--- src/inc/gpx_cfg.svh ---
`ifndef GPX_CFG_SVH
`define GPX_CFG_SVH

// ************************************************************
// Register byte offsets on the APB window.
// ************************************************************
`define GPX_OFS_BPP_DATA   12'h070
`define GPX_OFS_BWP_DATA   12'h074
`define GPX_OFS_BPP_CTRL   12'h078
`define GPX_OFS_MODE       12'h07C
`define GPX_OFS_HDR_MASK   12'h0E0
`define GPX_OFS_HDR_DATA   12'h0E4
`define GPX_OFS_HDR_DIRFLG 12'h0E8

// ************************************************************
// Field positions.
// ************************************************************
`define GPX_MODE_IRQ_FLAG  6
`define GPX_MODE_STB_FLAG  7
`define GPX_HDR_FLAG_LSB   2

// ************************************************************
// Reset values.
// ************************************************************
`define GPX_RST_BYTE       8'h00
`define GPX_RST_MODE       6'h00
`define GPX_RST_HMASK      6'h00
`define GPX_RST_PAIR       2'h0
`define GPX_RST_OE_N       8'hFF

// ************************************************************
// Timing: fixed sample clock derived from the bus clock.
// ************************************************************
`define GPX_PCLK_MHZ       10
`define GPX_FIXED_SMP_MHZ  8

`endif

--- src/inc/gpx_pkg.sv ---
package gpx_pkg;

   // Selects what the shared control offset reaches.
   typedef enum logic [1:0] {
      GPX_SEL_CLR  = 2'h0,
      GPX_SEL_DIR  = 2'h1,
      GPX_SEL_MASK = 2'h2,
      GPX_SEL_CMP  = 2'h3
   } gpx_sel_t;

   // Programmable part of the digital mode register, bit 5 down to bit 0.
   typedef struct packed {
      logic     smp_prog;
      logic     irq_en;
      logic     match;
      logic     byte_out;
      gpx_sel_t sel;
   } gpx_mode_t;

   // Control registers of the bit programmable port.
   typedef struct packed {
      logic [7:0] dir;
      logic [7:0] mask;
      logic [7:0] cmp;
   } gpx_bpp_ctl_t;

endpackage : gpx_pkg

--- src/rtl/gpx_sync.sv ---
`timescale 1ns/1ns
`default_nettype none

// ************************************************************
// Two stage synchroniser for a group of levels.
// ************************************************************
module gpx_sync #(
   parameter int W = 8
) (
   input  wire logic         clk,     // Sampling clock.
   input  wire logic         rst_n,   // Asynchronous reset, active low.
   input  wire logic [W-1:0] d,       // Raw pin levels.
   output logic      [W-1:0] q        // Synchronised levels.
);

   logic [W-1:0] meta_ff;

   // First stage feeds only the second stage.
   always_ff @(posedge clk or negedge rst_n) begin
      if (!rst_n) begin
         meta_ff <= '0;
         q       <= '0;
      end else begin
         meta_ff <= d;
         q       <= meta_ff;
      end
   end

endmodule : gpx_sync

`default_nettype wire

--- src/rtl/gpx_top.sv ---
// The APB slave port was left to the implementer.
`include "gpx_cfg.svh"
`timescale 1ns/1ns
`default_nettype none

module gpx_top (
   input  wire logic        pclk,        // Bus clock, 10 MHz.
   input  wire logic        presetn,     // Asynchronous reset, active low.
   input  wire logic        psel,        // APB select.
   input  wire logic        penable,     // APB enable.
   input  wire logic        pwrite,      // APB direction, high for write.
   input  wire logic [11:0] paddr,       // APB byte address.
   input  wire logic [31:0] pwdata,      // APB write data.
   output logic      [31:0] prdata,      // APB read data.
   output logic             pready,      // APB ready.
   output logic             pslverr,     // APB error on unmapped offset.
   input  wire logic [7:0]  bpp_in,      // Bit programmable port pin levels.
   output logic      [7:0]  bpp_out,     // Bit programmable port drive values.
   output logic      [7:0]  bpp_oe_n,    // Low while the bit is driven.
   input  wire logic [7:0]  bwp_in,      // Byte wide port pin levels.
   output logic      [7:0]  bwp_out,     // Byte wide port drive values.
   output logic             bwp_oe_n,    // Low while the byte is driven.
   input  wire logic [1:0]  hdr_in,      // Header line pin levels.
   output logic      [1:0]  hdr_out,     // Header line drive values.
   output logic      [1:0]  hdr_oe_n,    // Low while a header line is driven.
   input  wire logic        strobe_in,   // External strobe input.
   input  wire logic        prog_tick,   // Programmable sample clock pulse.
   input  wire logic        other_irq,   // Other board interrupt sources.
   output logic             dig_irq,     // Digital interrupt request level.
   output logic             local_irq    // Combined local bus interrupt.
);

   // ************************************************************
   // State.
   // ************************************************************
   gpx_pkg::gpx_mode_t    mode_ff;
   gpx_pkg::gpx_bpp_ctl_t ctl_ff;
   logic [7:0]  out0_ff;
   logic [7:0]  out1_ff;
   logic        irq_flag_ff;
   logic        stb_flag_ff;
   logic [5:0]  hmask_ff;
   logic [1:0]  hdata_ff;
   logic [1:0]  hdir_ff;
   logic [3:0]  hflags_ff;
   logic [7:0]  smp0_ff;
   logic [7:0]  prev0_ff;
   logic        match_prev_ff;
   logic [1:0]  hprev_ff;
   logic        stb_prev_ff;
   logic [3:0]  acc_ff;
   logic        fix_tick_ff;
   logic [31:0] prdata_ff;
   logic        pready_ff;
   logic        pslverr_ff;
   logic [7:0]  bpp_oe_n_ff;
   logic        bwp_oe_n_ff;
   logic [1:0]  hdr_oe_n_ff;
   logic [1:0]  hdr_out_ff;
   logic        local_irq_ff;

   logic [7:0]  bpp_s;
   logic [7:0]  bwp_s;
   logic [1:0]  hdr_s;
   logic        stb_s;

   // ************************************************************
   // Input synchronisers.
   // ************************************************************
   // Pins are brought through two flops before any detector looks at them.
   gpx_sync #(.W(19)) u_sync (
      .clk   (pclk),
      .rst_n (presetn),
      .d     ({strobe_in, hdr_in, bwp_in, bpp_in}),
      .q     ({stb_s, hdr_s, bwp_s, bpp_s})
   );

   // ************************************************************
   // Bus decode.
   // ************************************************************
   logic acc;
   logic wr;
   logic rd;
   logic [31:0] nxt_prdata;
   logic        nxt_err;
   logic [7:0]  rd_bpp;
   logic [7:0]  rd_bwp;

   // A transfer takes effect at the edge where pready is seen high.
   assign acc = psel & penable & pready_ff;
   assign wr  = acc & pwrite;
   assign rd  = acc & ~pwrite;

   // Inputs show pin levels, outputs show the last driven value.
   assign rd_bpp = (ctl_ff.dir & out0_ff) | (~ctl_ff.dir & bpp_s);
   assign rd_bwp = mode_ff.byte_out ? out1_ff : bwp_s;

   // Read data is prepared from the offset in the first access cycle.
   always_comb begin
      nxt_prdata = 32'h0000_0000;
      nxt_err    = 1'b0;
      unique case (paddr)
         `GPX_OFS_BPP_DATA: nxt_prdata[7:0] = rd_bpp;
         `GPX_OFS_BWP_DATA: nxt_prdata[7:0] = rd_bwp;
         `GPX_OFS_BPP_CTRL: begin
            unique case (mode_ff.sel)
               gpx_pkg::GPX_SEL_CLR:  nxt_prdata[7:0] = 8'h00;
               gpx_pkg::GPX_SEL_DIR:  nxt_prdata[7:0] = ctl_ff.dir;
               gpx_pkg::GPX_SEL_MASK: nxt_prdata[7:0] = ctl_ff.mask;
               gpx_pkg::GPX_SEL_CMP:  nxt_prdata[7:0] = ctl_ff.cmp;
            endcase
         end
         `GPX_OFS_MODE:       nxt_prdata[7:0] = {stb_flag_ff, irq_flag_ff, mode_ff};
         `GPX_OFS_HDR_MASK:   nxt_prdata[5:0] = hmask_ff;
         `GPX_OFS_HDR_DATA:   nxt_prdata[1:0] = hdr_s;
         `GPX_OFS_HDR_DIRFLG: nxt_prdata[5:2] = hflags_ff;
         default:             nxt_err = 1'b1;
      endcase
   end

   // One wait state: pready rises in the second access cycle.
   always_ff @(posedge pclk or negedge presetn) begin
      if (!presetn) begin
         pready_ff  <= 1'b0;
         prdata_ff  <= 32'h0000_0000;
         pslverr_ff <= 1'b0;
      end else begin
         pready_ff <= psel & penable & ~pready_ff;
         if (psel & penable & ~pready_ff) begin
            prdata_ff  <= pwrite ? 32'h0000_0000 : nxt_prdata;
            pslverr_ff <= nxt_err;
         end else begin
            pslverr_ff <= 1'b0;
         end
      end
   end

   // ************************************************************
   // Control register writes.
   // ************************************************************
   logic wr_ctl;
   logic chip_clr;
   logic flag_rd_clr;
   logic [7:0] wr_en0;

   assign wr_ctl      = wr & (paddr == `GPX_OFS_BPP_CTRL);
   assign chip_clr    = wr_ctl & (mode_ff.sel == gpx_pkg::GPX_SEL_CLR);
   assign flag_rd_clr = rd & (paddr == `GPX_OFS_BPP_CTRL) &
                        (mode_ff.sel == gpx_pkg::GPX_SEL_CLR);
   // Masked bits freeze only while pattern interrupts are off.
   assign wr_en0 = ctl_ff.dir & ~(ctl_ff.mask & {8{~mode_ff.irq_en}});

   logic evt_set;
   logic [7:0] chg0;

   // Mode register, with the port one direction cleared by a chip clear.
   always_ff @(posedge pclk or negedge presetn) begin
      if (!presetn) begin
         mode_ff <= `GPX_RST_MODE;
      end else if (wr & (paddr == `GPX_OFS_MODE)) begin
         mode_ff <= pwdata[5:0];
      end else if (chip_clr) begin
         mode_ff.byte_out <= 1'b0;
      end
   end

   // Direction, mask and compare behind the shared offset.
   always_ff @(posedge pclk or negedge presetn) begin
      if (!presetn) begin
         ctl_ff <= '0;
      end else if (chip_clr) begin
         ctl_ff <= '0;
      end else begin
         if (wr_ctl & (mode_ff.sel == gpx_pkg::GPX_SEL_DIR))
            ctl_ff.dir <= pwdata[7:0];
         if (wr_ctl & (mode_ff.sel == gpx_pkg::GPX_SEL_MASK))
            ctl_ff.mask <= pwdata[7:0];
         if (evt_set & ~mode_ff.match)
            ctl_ff.cmp <= smp0_ff;
         else if (wr_ctl & (mode_ff.sel == gpx_pkg::GPX_SEL_CMP))
            ctl_ff.cmp <= pwdata[7:0];
      end
   end

   // Output holding registers of both ports.
   always_ff @(posedge pclk or negedge presetn) begin
      if (!presetn) begin
         out0_ff <= `GPX_RST_BYTE;
         out1_ff <= `GPX_RST_BYTE;
      end else if (chip_clr) begin
         out0_ff <= `GPX_RST_BYTE;
         out1_ff <= `GPX_RST_BYTE;
      end else begin
         if (wr & (paddr == `GPX_OFS_BPP_DATA))
            out0_ff <= (out0_ff & ~wr_en0) | (pwdata[7:0] & wr_en0);
         if (wr & (paddr == `GPX_OFS_BWP_DATA) & mode_ff.byte_out)
            out1_ff <= pwdata[7:0];
      end
   end

   // ************************************************************
   // Sample clock and pattern interrupt.
   // ************************************************************
   logic [4:0] acc_sum;

   // The sum is one bit wider so that it cannot wrap before the compare.
   assign acc_sum = {1'b0, acc_ff} + 5'(`GPX_FIXED_SMP_MHZ);

   // An 8 of 10 cycle accumulator stands in for the fixed sample clock.
   always_ff @(posedge pclk or negedge presetn) begin
      if (!presetn) begin
         acc_ff      <= 4'h0;
         fix_tick_ff <= 1'b0;
      end else if (acc_sum >= 5'(`GPX_PCLK_MHZ)) begin
         acc_ff      <= 4'(acc_sum - 5'(`GPX_PCLK_MHZ));
         fix_tick_ff <= 1'b1;
      end else begin
         acc_ff      <= acc_sum[3:0];
         fix_tick_ff <= 1'b0;
      end
   end

   logic smp_en;
   logic match_now;

   assign smp_en    = mode_ff.smp_prog ? prog_tick : fix_tick_ff;
   assign chg0      = (smp0_ff ^ prev0_ff) & ~ctl_ff.mask;
   assign match_now = ((smp0_ff ^ ctl_ff.cmp) & ~ctl_ff.mask) == 8'h00;
   // A match raises the flag once as it begins, a change on every change.
   assign evt_set   = mode_ff.irq_en &
                      (mode_ff.match ? (match_now & ~match_prev_ff) : (|chg0));

   // Port zero is sampled on the selected clock.
   always_ff @(posedge pclk or negedge presetn) begin
      if (!presetn) begin
         smp0_ff       <= `GPX_RST_BYTE;
         prev0_ff      <= `GPX_RST_BYTE;
         match_prev_ff <= 1'b0;
      end else begin
         if (smp_en)
            smp0_ff <= bpp_s;
         prev0_ff      <= smp0_ff;
         match_prev_ff <= match_now;
      end
   end

   // Sticky flags; a new event wins over a clearing read.
   always_ff @(posedge pclk or negedge presetn) begin
      if (!presetn) begin
         irq_flag_ff <= 1'b0;
         stb_flag_ff <= 1'b0;
         stb_prev_ff <= 1'b0;
      end else begin
         stb_prev_ff <= stb_s;
         if (evt_set)
            irq_flag_ff <= 1'b1;
         else if (flag_rd_clr)
            irq_flag_ff <= 1'b0;
         if (stb_s & ~stb_prev_ff)
            stb_flag_ff <= 1'b1;
         else if (flag_rd_clr)
            stb_flag_ff <= 1'b0;
      end
   end

   // ************************************************************
   // Header lines.
   // ************************************************************
   logic [1:0] hrise;
   logic [1:0] hfall;
   logic       hflag_rd;

   assign hrise    = hdr_s & ~hprev_ff & ~hdir_ff & hmask_ff[3:2];
   assign hfall    = ~hdr_s & hprev_ff & ~hdir_ff & hmask_ff[5:4];
   assign hflag_rd = rd & (paddr == `GPX_OFS_HDR_DIRFLG);

   // Header mask, data and direction registers.
   always_ff @(posedge pclk or negedge presetn) begin
      if (!presetn) begin
         hmask_ff <= `GPX_RST_HMASK;
         hdata_ff <= `GPX_RST_PAIR;
         hdir_ff  <= `GPX_RST_PAIR;
      end else begin
         if (wr & (paddr == `GPX_OFS_HDR_MASK))
            hmask_ff <= pwdata[5:0];
         if (wr & (paddr == `GPX_OFS_HDR_DATA))
            hdata_ff <= pwdata[1:0];
         if (wr & (paddr == `GPX_OFS_HDR_DIRFLG))
            hdir_ff <= pwdata[1:0];
      end
   end

   // Edge flags, cleared by a read unless a new edge arrives.
   always_ff @(posedge pclk or negedge presetn) begin
      if (!presetn) begin
         hflags_ff <= 4'h0;
         hprev_ff  <= `GPX_RST_PAIR;
      end else begin
         hprev_ff  <= hdr_s;
         hflags_ff <= (hflag_rd ? 4'h0 : hflags_ff) | {hfall, hrise};
      end
   end

   // ************************************************************
   // Registered pin and interrupt outputs.
   // ************************************************************
   always_ff @(posedge pclk or negedge presetn) begin
      if (!presetn) begin
         bpp_oe_n_ff  <= `GPX_RST_OE_N;
         bwp_oe_n_ff  <= 1'b1;
         hdr_oe_n_ff  <= 2'h3;
         hdr_out_ff   <= `GPX_RST_PAIR;
         local_irq_ff <= 1'b0;
      end else begin
         bpp_oe_n_ff  <= ~ctl_ff.dir;
         bwp_oe_n_ff  <= ~mode_ff.byte_out;
         hdr_oe_n_ff  <= ~(hdir_ff & hmask_ff[1:0]);
         hdr_out_ff   <= hdata_ff;
         local_irq_ff <= (|hflags_ff) | irq_flag_ff | other_irq;
      end
   end

   assign prdata    = prdata_ff;
   assign pready    = pready_ff;
   assign pslverr   = pslverr_ff;
   assign bpp_out   = out0_ff;
   assign bpp_oe_n  = bpp_oe_n_ff;
   assign bwp_out   = out1_ff;
   assign bwp_oe_n  = bwp_oe_n_ff;
   assign hdr_out   = hdr_out_ff;
   assign hdr_oe_n  = hdr_oe_n_ff;
   assign dig_irq   = irq_flag_ff;
   assign local_irq = local_irq_ff;
endmodule : gpx_top

`default_nettype wire

--- config.mk ---
export PLATFORM = sky130hd
export DESIGN_NAME = gpx_top
export DESIGN_NICKNAME = d
export VERILOG_FILES = /design/src/inc/gpx_pkg.sv /design/src/rtl/gpx_sync.sv /design/src/rtl/gpx_top.sv
export VERILOG_INCLUDE_DIRS = /design/src /design/src/inc
export SDC_FILE = /design/constraint.sdc
export NUM_CORES = 1
export LEC_CHECK = 0
export BUFFER_PORTS_ARGS = -buffer_cell sky130_fd_sc_hd__buf_4
export CELL_PAD_IN_SITES_DETAIL_PLACEMENT = 0
export CELL_PAD_IN_SITES_GLOBAL_PLACEMENT = 1
export CORE_MARGIN = 2
export CORE_UTILIZATION = 46
export DETAILED_ROUTE_END_ITERATION = 7
export PLACE_DENSITY_LB_ADDON = 0.1
export RECOVER_POWER = 100
export SLEW_MARGIN = 25
export SYNTH_ARGS = -nofsm -noshare
export SYNTH_HDL_FRONTEND = slang
export SYNTH_HIERARCHICAL = 1
export SYNTH_SLANG_ARGS = --single-unit
--- constraint.sdc ---
create_clock -name pclk -period 3.1 [get_ports pclk]
set_input_delay 0.155 -clock pclk [delete_from_list [all_inputs] [get_ports pclk]]
set_output_delay 0.155 -clock pclk [all_outputs]
set_load 0.05 [all_outputs]
After elaboration in Yosys (flattened, before gate mapping)
Index checks and enable logic that the tools add are counted.
{ "classes": {"reduce_logical": 13, "mux": 27, "n_bitwise": 61, "n_eq_ne": 10, "order_cmp": 1, "n_addsub": 2} }
{ "op_table": {"columns": ["op", "count"], "rows": [
  ["two-way mux 8 bit", 10],
  ["AND 8 bit", 8],
  ["== test 12 x 7 -> 1 bit (second input constant)", 4],
  ["== test 12 x 8 -> 1 bit (second input constant)", 3],
  ["NOT 8 bit", 4],
  ["one-hot mux 8 bit (4 select lines)", 1],
  ["AND 1 bit", 24],
  ["two-way mux 24 bit", 1],
  ["one-hot mux 4 bit (6 select lines)", 1],
  ["OR 8 bit", 2],
  ["bitwise XOR 8 bit", 2],
  ["AND 2 bit", 7],
  ["nonzero test 2 bit", 7],
  ["one-hot mux 2 bit (6 select lines)", 1],
  ["two-way mux 1 bit", 10],
  ["zero test 8 bit", 1],
  ["two-way mux 4 bit", 2],
  ["NOT 2 bit", 4],
  ["one-hot mux 2 bit (4 select lines)", 1],
  ["OR reduction 8 bit", 1],
  ["NOT 1 bit", 7],
  ["OR reduction 7 bit", 1],
  ["adder 4 x 4 -> 5 bit (second input constant)", 1],
  ["greater-or-equal comparator 5 x 4 -> 1 bit (second input constant)", 1],
  ["8 further kinds", 10]
]} }
{ "word_totals": {"output_inout_bits": 65, "input_bits": 70, "wordCells": 147, "reg_bits": 173} }

Depth between registers and ports, before layout
Gate-level depths: netlist (run 1).
{ "depth": {"depth_word": 9, "ltp_mapped": 8, "mapped_depth_nobuf": 6} }

Hierarchy
Netlist (run 1), hierarchy kept.
{ "by_module_without_submodules": {"columns": ["mod", "cells_each", "area_per_inst_um2", "n_inst", "seq_area_each_um2"], "rows": [
  ["gpx_top", 536, 5469.0, 1, 2766.4],
  ["gpx_sync", 38, 950.9, 1, 950.9]
]} }

Worst setup path after synthesis (run 1)
No wires, ideal clock.
{ "synth_timing": {"path_type": "reg-to-reg", "start": "register pready_ff (netlist: pready)", "end": "register ctl_ff[0] in the netlist's numbering", "setup_ps": 137, "path_stages_with_launch": 7, "n_path_buf": 1, "arrival_time_ps": 2003, "path_slack_ps": 960, "t_required_ps": 2963, "synth_period_minus_slack_ps": 2140, "path_cell_list": "dfrtp_1 > and3_1 > nand4_2 > or4_1 > buf_2 > a22oi_1 > a21oi_1"} }
{ "synth_via": {"elab_chain_len": 5, "elab_cells_between_ends": 7, "cone_classes": "1 x mux; 5 x bitwise; 1 x reduce/logical"} }
{ "synth_rtl": {"columns": ["element", "line", "text"], "rows": [
  ["from (decl)", "gpx_top.sv:54", "logic pready_ff;"],
  ["from (signal assigned)", "gpx_top.sv:128", "pready_ff <= psel & penable & ~pready_ff;"],
  ["AND 1 bit *", "gpx_top.sv:90", "assign acc = psel & penable & pready_ff;"],
  ["AND 1 bit *", "gpx_top.sv:91", "assign wr = acc & pwrite;"],
  ["AND 1 bit *", "gpx_top.sv:146", "assign wr_ctl = wr & (paddr == `GPX_OFS_BPP_CTRL);"],
  ["AND 1 bit (on tied branches)", "gpx_top.sv:147, gpx_top.sv:180", null],
  ["nonzero test 3 bit (no line) / two-way mux 24 bit (equally long branches)", null, null],
  ["to (decl)", "gpx_top.sv:37", "gpx_pkg::gpx_bpp_ctl_t ctl_ff;"]
]} }
Mark *: on every way between the ends. The rest lies on a longest branch, timed or not.
A chain may end at the register's enable or synchronous reset.

Worst setup path after layout (run 1)
{ "layout_timing": {"start": "register pready_ff (netlist: pready)", "end": "register hmask_ff[4]"} }
{ "layout_via": {"elab_chain_len": 3} }
{ "layout_rtl": {"columns": ["element", "line", "text"], "rows": [
  ["AND 1 bit", "gpx_top.sv:90", null],
  ["AND 1 bit", "gpx_top.sv:91", null],
  ["AND 1 bit", "gpx_top.sv:284", "if (wr & (paddr == `GPX_OFS_HDR_MASK))"],
  ["to (signal assigned)", "gpx_top.sv:280", "hmask_ff <= `GPX_RST_HMASK;"],
  ["to (signal assigned)", "gpx_top.sv:285", "hmask_ff <= pwdata[5:0];"],
  ["to (decl)", "gpx_top.sv:42", "logic [5:0] hmask_ff;"]
]} }
No other way between the ends.

==> reports/metrics.csv, run 1 <==
metric,value,unit
cts_root_buf,clkbuf_16,
antennaDiodeCount,0,
nets,751,
synth-edff-count,0,
clk_pin_slew,60,ps
worst_slew_pin_slew,1500,ps
placementRows,43,
status,finished with violations,
syn_to_final_growth,22.0,%
insertion_delay,430,ps
required,3410,ps
seq_area_frac_synth,0.579,
violations,max-capacitance violations,
via_per_inst,5.35,
crit_fanout,10,
dp_hpwl,11.2,mm
die_y,122,um
via_count,4656,
power_density,578,nW/um^2
crit_arrival,2850,ps
async_flop_share,1.00,
io_pins,135,
drt_iter0_markers,270,
tns,0,ps
hp-class,in2reg,
route.detailed.drc,0,
grt_overflow,0,
reg2reg_to,hmask_ff[4],
wl_per_cell,18.7,um
fin_crit_sh,0.821,
fmax,393,MHz
numCtsBuffers,17,
die_area,14900,um^2
worstRegToRegCells,5,
yosysTopAreaCell,dfrtp_1,
drt-total-wl,16.3,mm
cts_tree,done,
start_util,0.466,
synthCells,574,
h-tree-depth,4,
endpoint_kind,flip-flop,
start_kind,flip-flop,
ir_drop,342,uV
yosysTopAreaCellShare,0.534,
r2r_start,pready,
grt_pass1_wl,25.7,mm
clock_skew,7.52,ps
p_leak,3.33,nW
placed_cells,818,
synth-main-ff-cell,dfrtp_1,
cts_buffer_depth,2,
ys_warn_count,6,
syn_avg_cell_area,11.2,um^2
grt_max_degree,90,
syn_area,6420,um^2
grtUsageTotal,0.235,
setup_viol_count_final,0,
min_period,2540,ps
max-cap-violations,1,
firstDrtPassIters,7,
ant_nets,0,
maxSlewHeadroom,0.00220,
fp.dieW,122,um
ys_types,52,
gp_congestion,0.879,
synth_top_cells_by_area,"dfrtp_1 53%, mux2_2 5.1%, dfstp_2 4.5%",
antenna_found_initial,0,
rsz0062_at_grt,no,
final_cell_mix,"137 x dfrtp_1, 73 x nand2_1, 47 x clkbuf_1",
final_cells,871,
grt_pass1_vias,4533,
drive_gt1_frac,0.182,
io_buffers,86,
cts_num_sinks,148,
final_common_cell,dfrtp_1,
min-delay-start,pwdata[6],
r2r_slack,560,ps
coreArea,13800,um^2
holdPathStages,3,
hold_end,bwp_out[6],
hold_viol_final,0,
cts_resized,0,
slew_violations,0,
ys_ff_latch,148,
crit_type,reg2reg,
[routing by layer]
layer  track usage  vias up  wire [um]
met5             0        -          0
met4         0.126        0        677
met3        0.0468       39        895
met2         0.335      166       7170
met1         0.338     2281       7520
li1              -     2170          -
[kinds of logic after synthesis]
| family | share of synthesized area |
|---|---|
| buffers and inverters | 0.0591 |
| adder cells (fa/ha/maj) | 0.00585 |
| flip-flops | 0.579 |
| AO/OA/AOI/OAI | 0.123 |
| other | 0.000584 |
| XOR/XNOR | 0.0232 |
| multiplexers | 0.0867 |
| AND/OR/NAND/NOR | 0.123 |
[through the flow]
stage / cell area, um^2 / setup WS, ps / total power, W / hold slack (ps) / utilization
global placement: 7150 / 793 / 0.00229 / 152 / 0.519
floorplan: 6510 / 960 / 0.00218 / -141 / -
CTS: 8010 / 852 / 0.00457 / 6.00 / 0.582
detailed placement: 7150 / 743 / 0.00229 / 164 / 0.519
global route: 7830 / 419 / 0.00469 / 16.6 / 0.568
finish: 7830 / 555 / 0.00453 / 17.9 / 0.568
[synth_stat cells (10+ instances only)]
library cell and count:
a211oi_1 11, a21oi_1 28, a22oi_1 15, buf_4 25, clkbuf_1 21, dfrtp_1 137, dfstp_2 11, inv_1 23
mux2_2 29, mux2i_1 23, nand2_1 73, nor2_1 24, nor4_1 10, o21ai_0 38, xnor2_1 17
[how the worst max path moves through the flow]
stage	cells past startpoint	from	slack, ps	end
floorplan	6	pready	960	ctl_ff[0]
global placement	6	paddr[9]	790	hmask_ff[0]
global route	5	pready	420	hmask_ff[4]
finish	5	pready	560	hmask_ff[4]
CTS	5	pready	850	hmask_ff[4]
detailed placement	6	paddr[9]	740	hmask_ff[2]
[worst max-delay path, stage by stage (launching register included)]
cell and delay [ps]:
dfrtp_1 370, and3_1 210, nand4_1 410, clkbuf_1 440, nor3_2 600, mux2_2 400
[flip-flops by register name, indices dropped and copies added (netlist names), 3 cells and up]
signal / cells
bpp_oe_n: 8
acc_ff: 3
u_sync/meta_ff: 19
prev0_ff: 8
prdata: 8
bpp_out: 8
hflags_ff: 4
smp0_ff: 8
hmask_ff: 6
ctl_ff: 24
mode_ff: 6
u_sync/q: 19
bwp_out: 8
[timing repair]
action / 4_1_cts / 5_1_grt
hold buffers: 21 / 0
buffers inserted: 0 / 0
endpoints found under the hold margin: 76 / 0
[power breakdown]
group          total, W  leakage [nW]  switching (W)  internal [W]
clock network   0.00226         0.305       0.000804       0.00146
logic          0.000272          1.16       0.000183     0.0000892
registers       0.00200          1.87      0.0000245       0.00197
total           0.00453          3.33        0.00101       0.00352
[area by class of cell]
cell class / count / area, um^2
Tap cell: 180 / 225
Clock inverter: 11 / 199
Fill cell: 1227 / 5940
Multi-Input combinational cell: 374 / 2400
Inverter: 23 / 86.3
Sequential cell: 148 / 3720
Clock buffer: 21 / 450
Timing Repair Buffer: 114 / 753
Note: power is estimated with default switching activity, not from simulation.
==> inputs of run 2 (changes only) <==
- CORE_UTILIZATION: 46 -> 38
- clock period: 3.1 -> 2.3 ns (I/O delays scaled with it)
==> run 2 against run 1 <==
Compared with the run above:
- the run now ends clean
- global-route usage down 2.8 points
- register-to-register slack got worse by 280 ps
- routed wire length rose by 6.6%
- critical path depth grew 1
- sequential cell count is the same
- clock-buffer cell count is 1 lower
- clock skew rose by 1.5 ps
- fmax increased by 26%
- largest cell class unchanged
- largest power group unchanged
==> reports/metrics.csv, run 2 (synthesis results as in run 1) <==
metric,value,unit,change
crit_type,reg2reg,,
final_cells,934,,+7.2%
hold_buffers,25,,+19%
cts_root_buf,clkbuf_16,,
largest_reg_flops,24,,unchanged
p_leak,3.41,nW,+2.3%
slowest_delay,390,ps,-210 ps
endpoint_kind,flip-flop,,
top_register,ctl_ff,,
nets,774,,+3.1%
power_switching_share,0.237,,+0.0135
holdPathStages,3,,unchanged
placed_cells,877,,+7.2%
maxSlewHeadroom,0.155,,+0.153
setup_viol_count_final,0,,unchanged
drt-total-wl,17.3,mm,+6.6%
insertion_delay,420,ps,about the same
fin_crit_sh,0.880,,+0.0589
grt_overflow,0,,unchanged
grt_pass1_wl,27.7,mm,+7.8%
max-cap-violations,0,,-1
p_int,0.00442,W,+26%
grt_pass1_vias,4816,,+6.2%
coreArea,16500,um^2,+20%
ir_drop,475,uV,+39%
slew_violations,0,,unchanged
cts_resized,0,,unchanged
antennaDiodeCount,0,,unchanged
placementRows,47,,+9.3%
fmax,494,MHz,+26%
final_cell_mix,"137 x dfrtp_1, 73 x nand2_1, 50 x clkbuf_1",,
power_density,726,nW/um^2,+26%
clk_pin_slew,60,ps,about the same
crit_arrival,2320,ps,-530 ps
pwr-share-clk,0.469,,-0.030
rsz0062_at_grt,no,,
drive_gt1_frac,0.199,,+0.0165
power_frac_comb,0.066,,+0.006
wl_per_cell,18.6,um,-0.55%
worstRegToRegCells,6,,+1
start_util,0.389,,-0.0776
tns,0,ps,unchanged
cts_buffer_depth,2,,unchanged
via_per_inst,5.03,,-5.9%
min_period,2020,ps,-521 ps
top_regs,"ctl_ff: 24 flops, u_sync/meta_ff: 19 flops, u_sync/q: 19 flops",,
numCtsBuffers,17,,unchanged
clock_skew,8.97,ps,+1.45 ps
hp-class,in2reg,,
hold_viol_final,0,,unchanged
cp_top_family,buffers and inverters,,
fill_cells,1612,,+31%
grtUsageTotal,0.207,,-0.0283
syn_to_final_growth,24.1,%,
h-tree-depth,4,,unchanged
p_sw,0.00137,W,+36%
grt_max_degree,52,,-42%
gp_congestion,0.859,,-2.3%
firstDrtPassIters,4,,-3
die_y,134,um,+9.7%
drt_iter0_markers,302,,+12%
dp_hpwl,12.3,mm,+9.6%
io_pins,135,,unchanged
route.detailed.drc,0,,unchanged
die_area,18000,um^2,+20%
cts_num_sinks,148,,unchanged
ant_nets,0,,unchanged
antenna_found_initial,0,,unchanged
status,"finished, final reports clean",,
critical_path_depth,6,,+1
cp_cell_sequence,"and3_1, nand4_1, buf_4, nor3_1, clkbuf_1, mux2_2",,
cts_setup_buffers,0,,unchanged
start_kind,flip-flop,,
p_seq_frac,0.465,,+0.024
via_count,4698,,+0.90%
worst_slew_pin_slew,1270,ps,-229 ps
final_common_cell,dfrtp_1,,
fp.dieW,134,um,+9.7%
critical_path_buf_inv_count,2,,+1
crit_fanout,17,,+7
cp_slowest_cell,mux2_2,,
cts_tree,done,,
required,2600,ps,-810 ps
io_buffers,86,,unchanged
run 2: cell types whose count changed in the layout (fill, tap and decap cells not counted), moves of 3 or more:
cell,delta
clkbuf_1,+3
dlygate4sd3_1,+4
bufinv_16,-3
clkbuf_2,+3
buf_4,+11
clkinv_2,+4
run 2: per-layer routing:
layer	vias up	global-route usage	routed length, um
li1	2229	-	-
met5	-	0	0
met3	22	0.0450	991
met4	0	0.0733	382
met1	2292	0.299	8140
met2	155	0.308	7830
run 2: through the flow:
stage / worst slack, ps / hold WS [ps] / area, um^2 / util / power, W
after floorplan: 160 / -181 / 6510 / - / 0.00294
after global placement: 285 / 93.6 / 7360 / 0.445 / 0.00310
after detailed placement: 253 / 95.0 / 7360 / 0.445 / 0.00310
after CTS: 318 / 5.09 / 8190 / 0.495 / 0.00588
after global routing: 115 / 17.6 / 7970 / 0.482 / 0.00602
final: 277 / 20.1 / 7970 / 0.482 / 0.00579
run 2: final timing paths:
| check | startpoint | to | slack (ps) |
|---|---|---|---|
| worst max register to register | pready | hmask_ff[4] | 280 |
| max in group asynchronous | presetn | u_sync/q[15] | 470 |
| worst max-delay path | pready | hmask_ff[4] | 280 |
| worst min register to register | u_sync/meta_ff[2] | u_sync/q[2] | 350 |
| min in group asynchronous | presetn | bpp_out[4] | 510 |
| worst min-delay path | pwdata[1] | bwp_out[1] | 20 |
run 2: area by class of cell:
class                   instances  area [um^2]  share of cell area
inverters                      23         86.3              0.0108
clock inverters                12          131              0.0165
clock buffers                  20          447              0.0561
repair buffers                137          913               0.115
well taps                     220          275              0.0345
flip-flops and latches        148         3720               0.466
multi-input cells             374         2400               0.301
run 2: worst min-delay path, cell delays in order:
cell and delay (ps):
buf_4 160, nand2_1 60, a21oi_1 60
run 2: power by group through the flow:
stage	clock, W	combinational (W)	sequential [W]
2_1_floorplan	0	0.000205	0.00274
3_3_place_gp	0	0.000358	0.00274
3_5_place_dp	0	0.000361	0.00274
4_1_cts	0.00278	0.000396	0.00269
5_1_grt	0.00290	0.000415	0.00270
6_report	0.00271	0.000380	0.00269
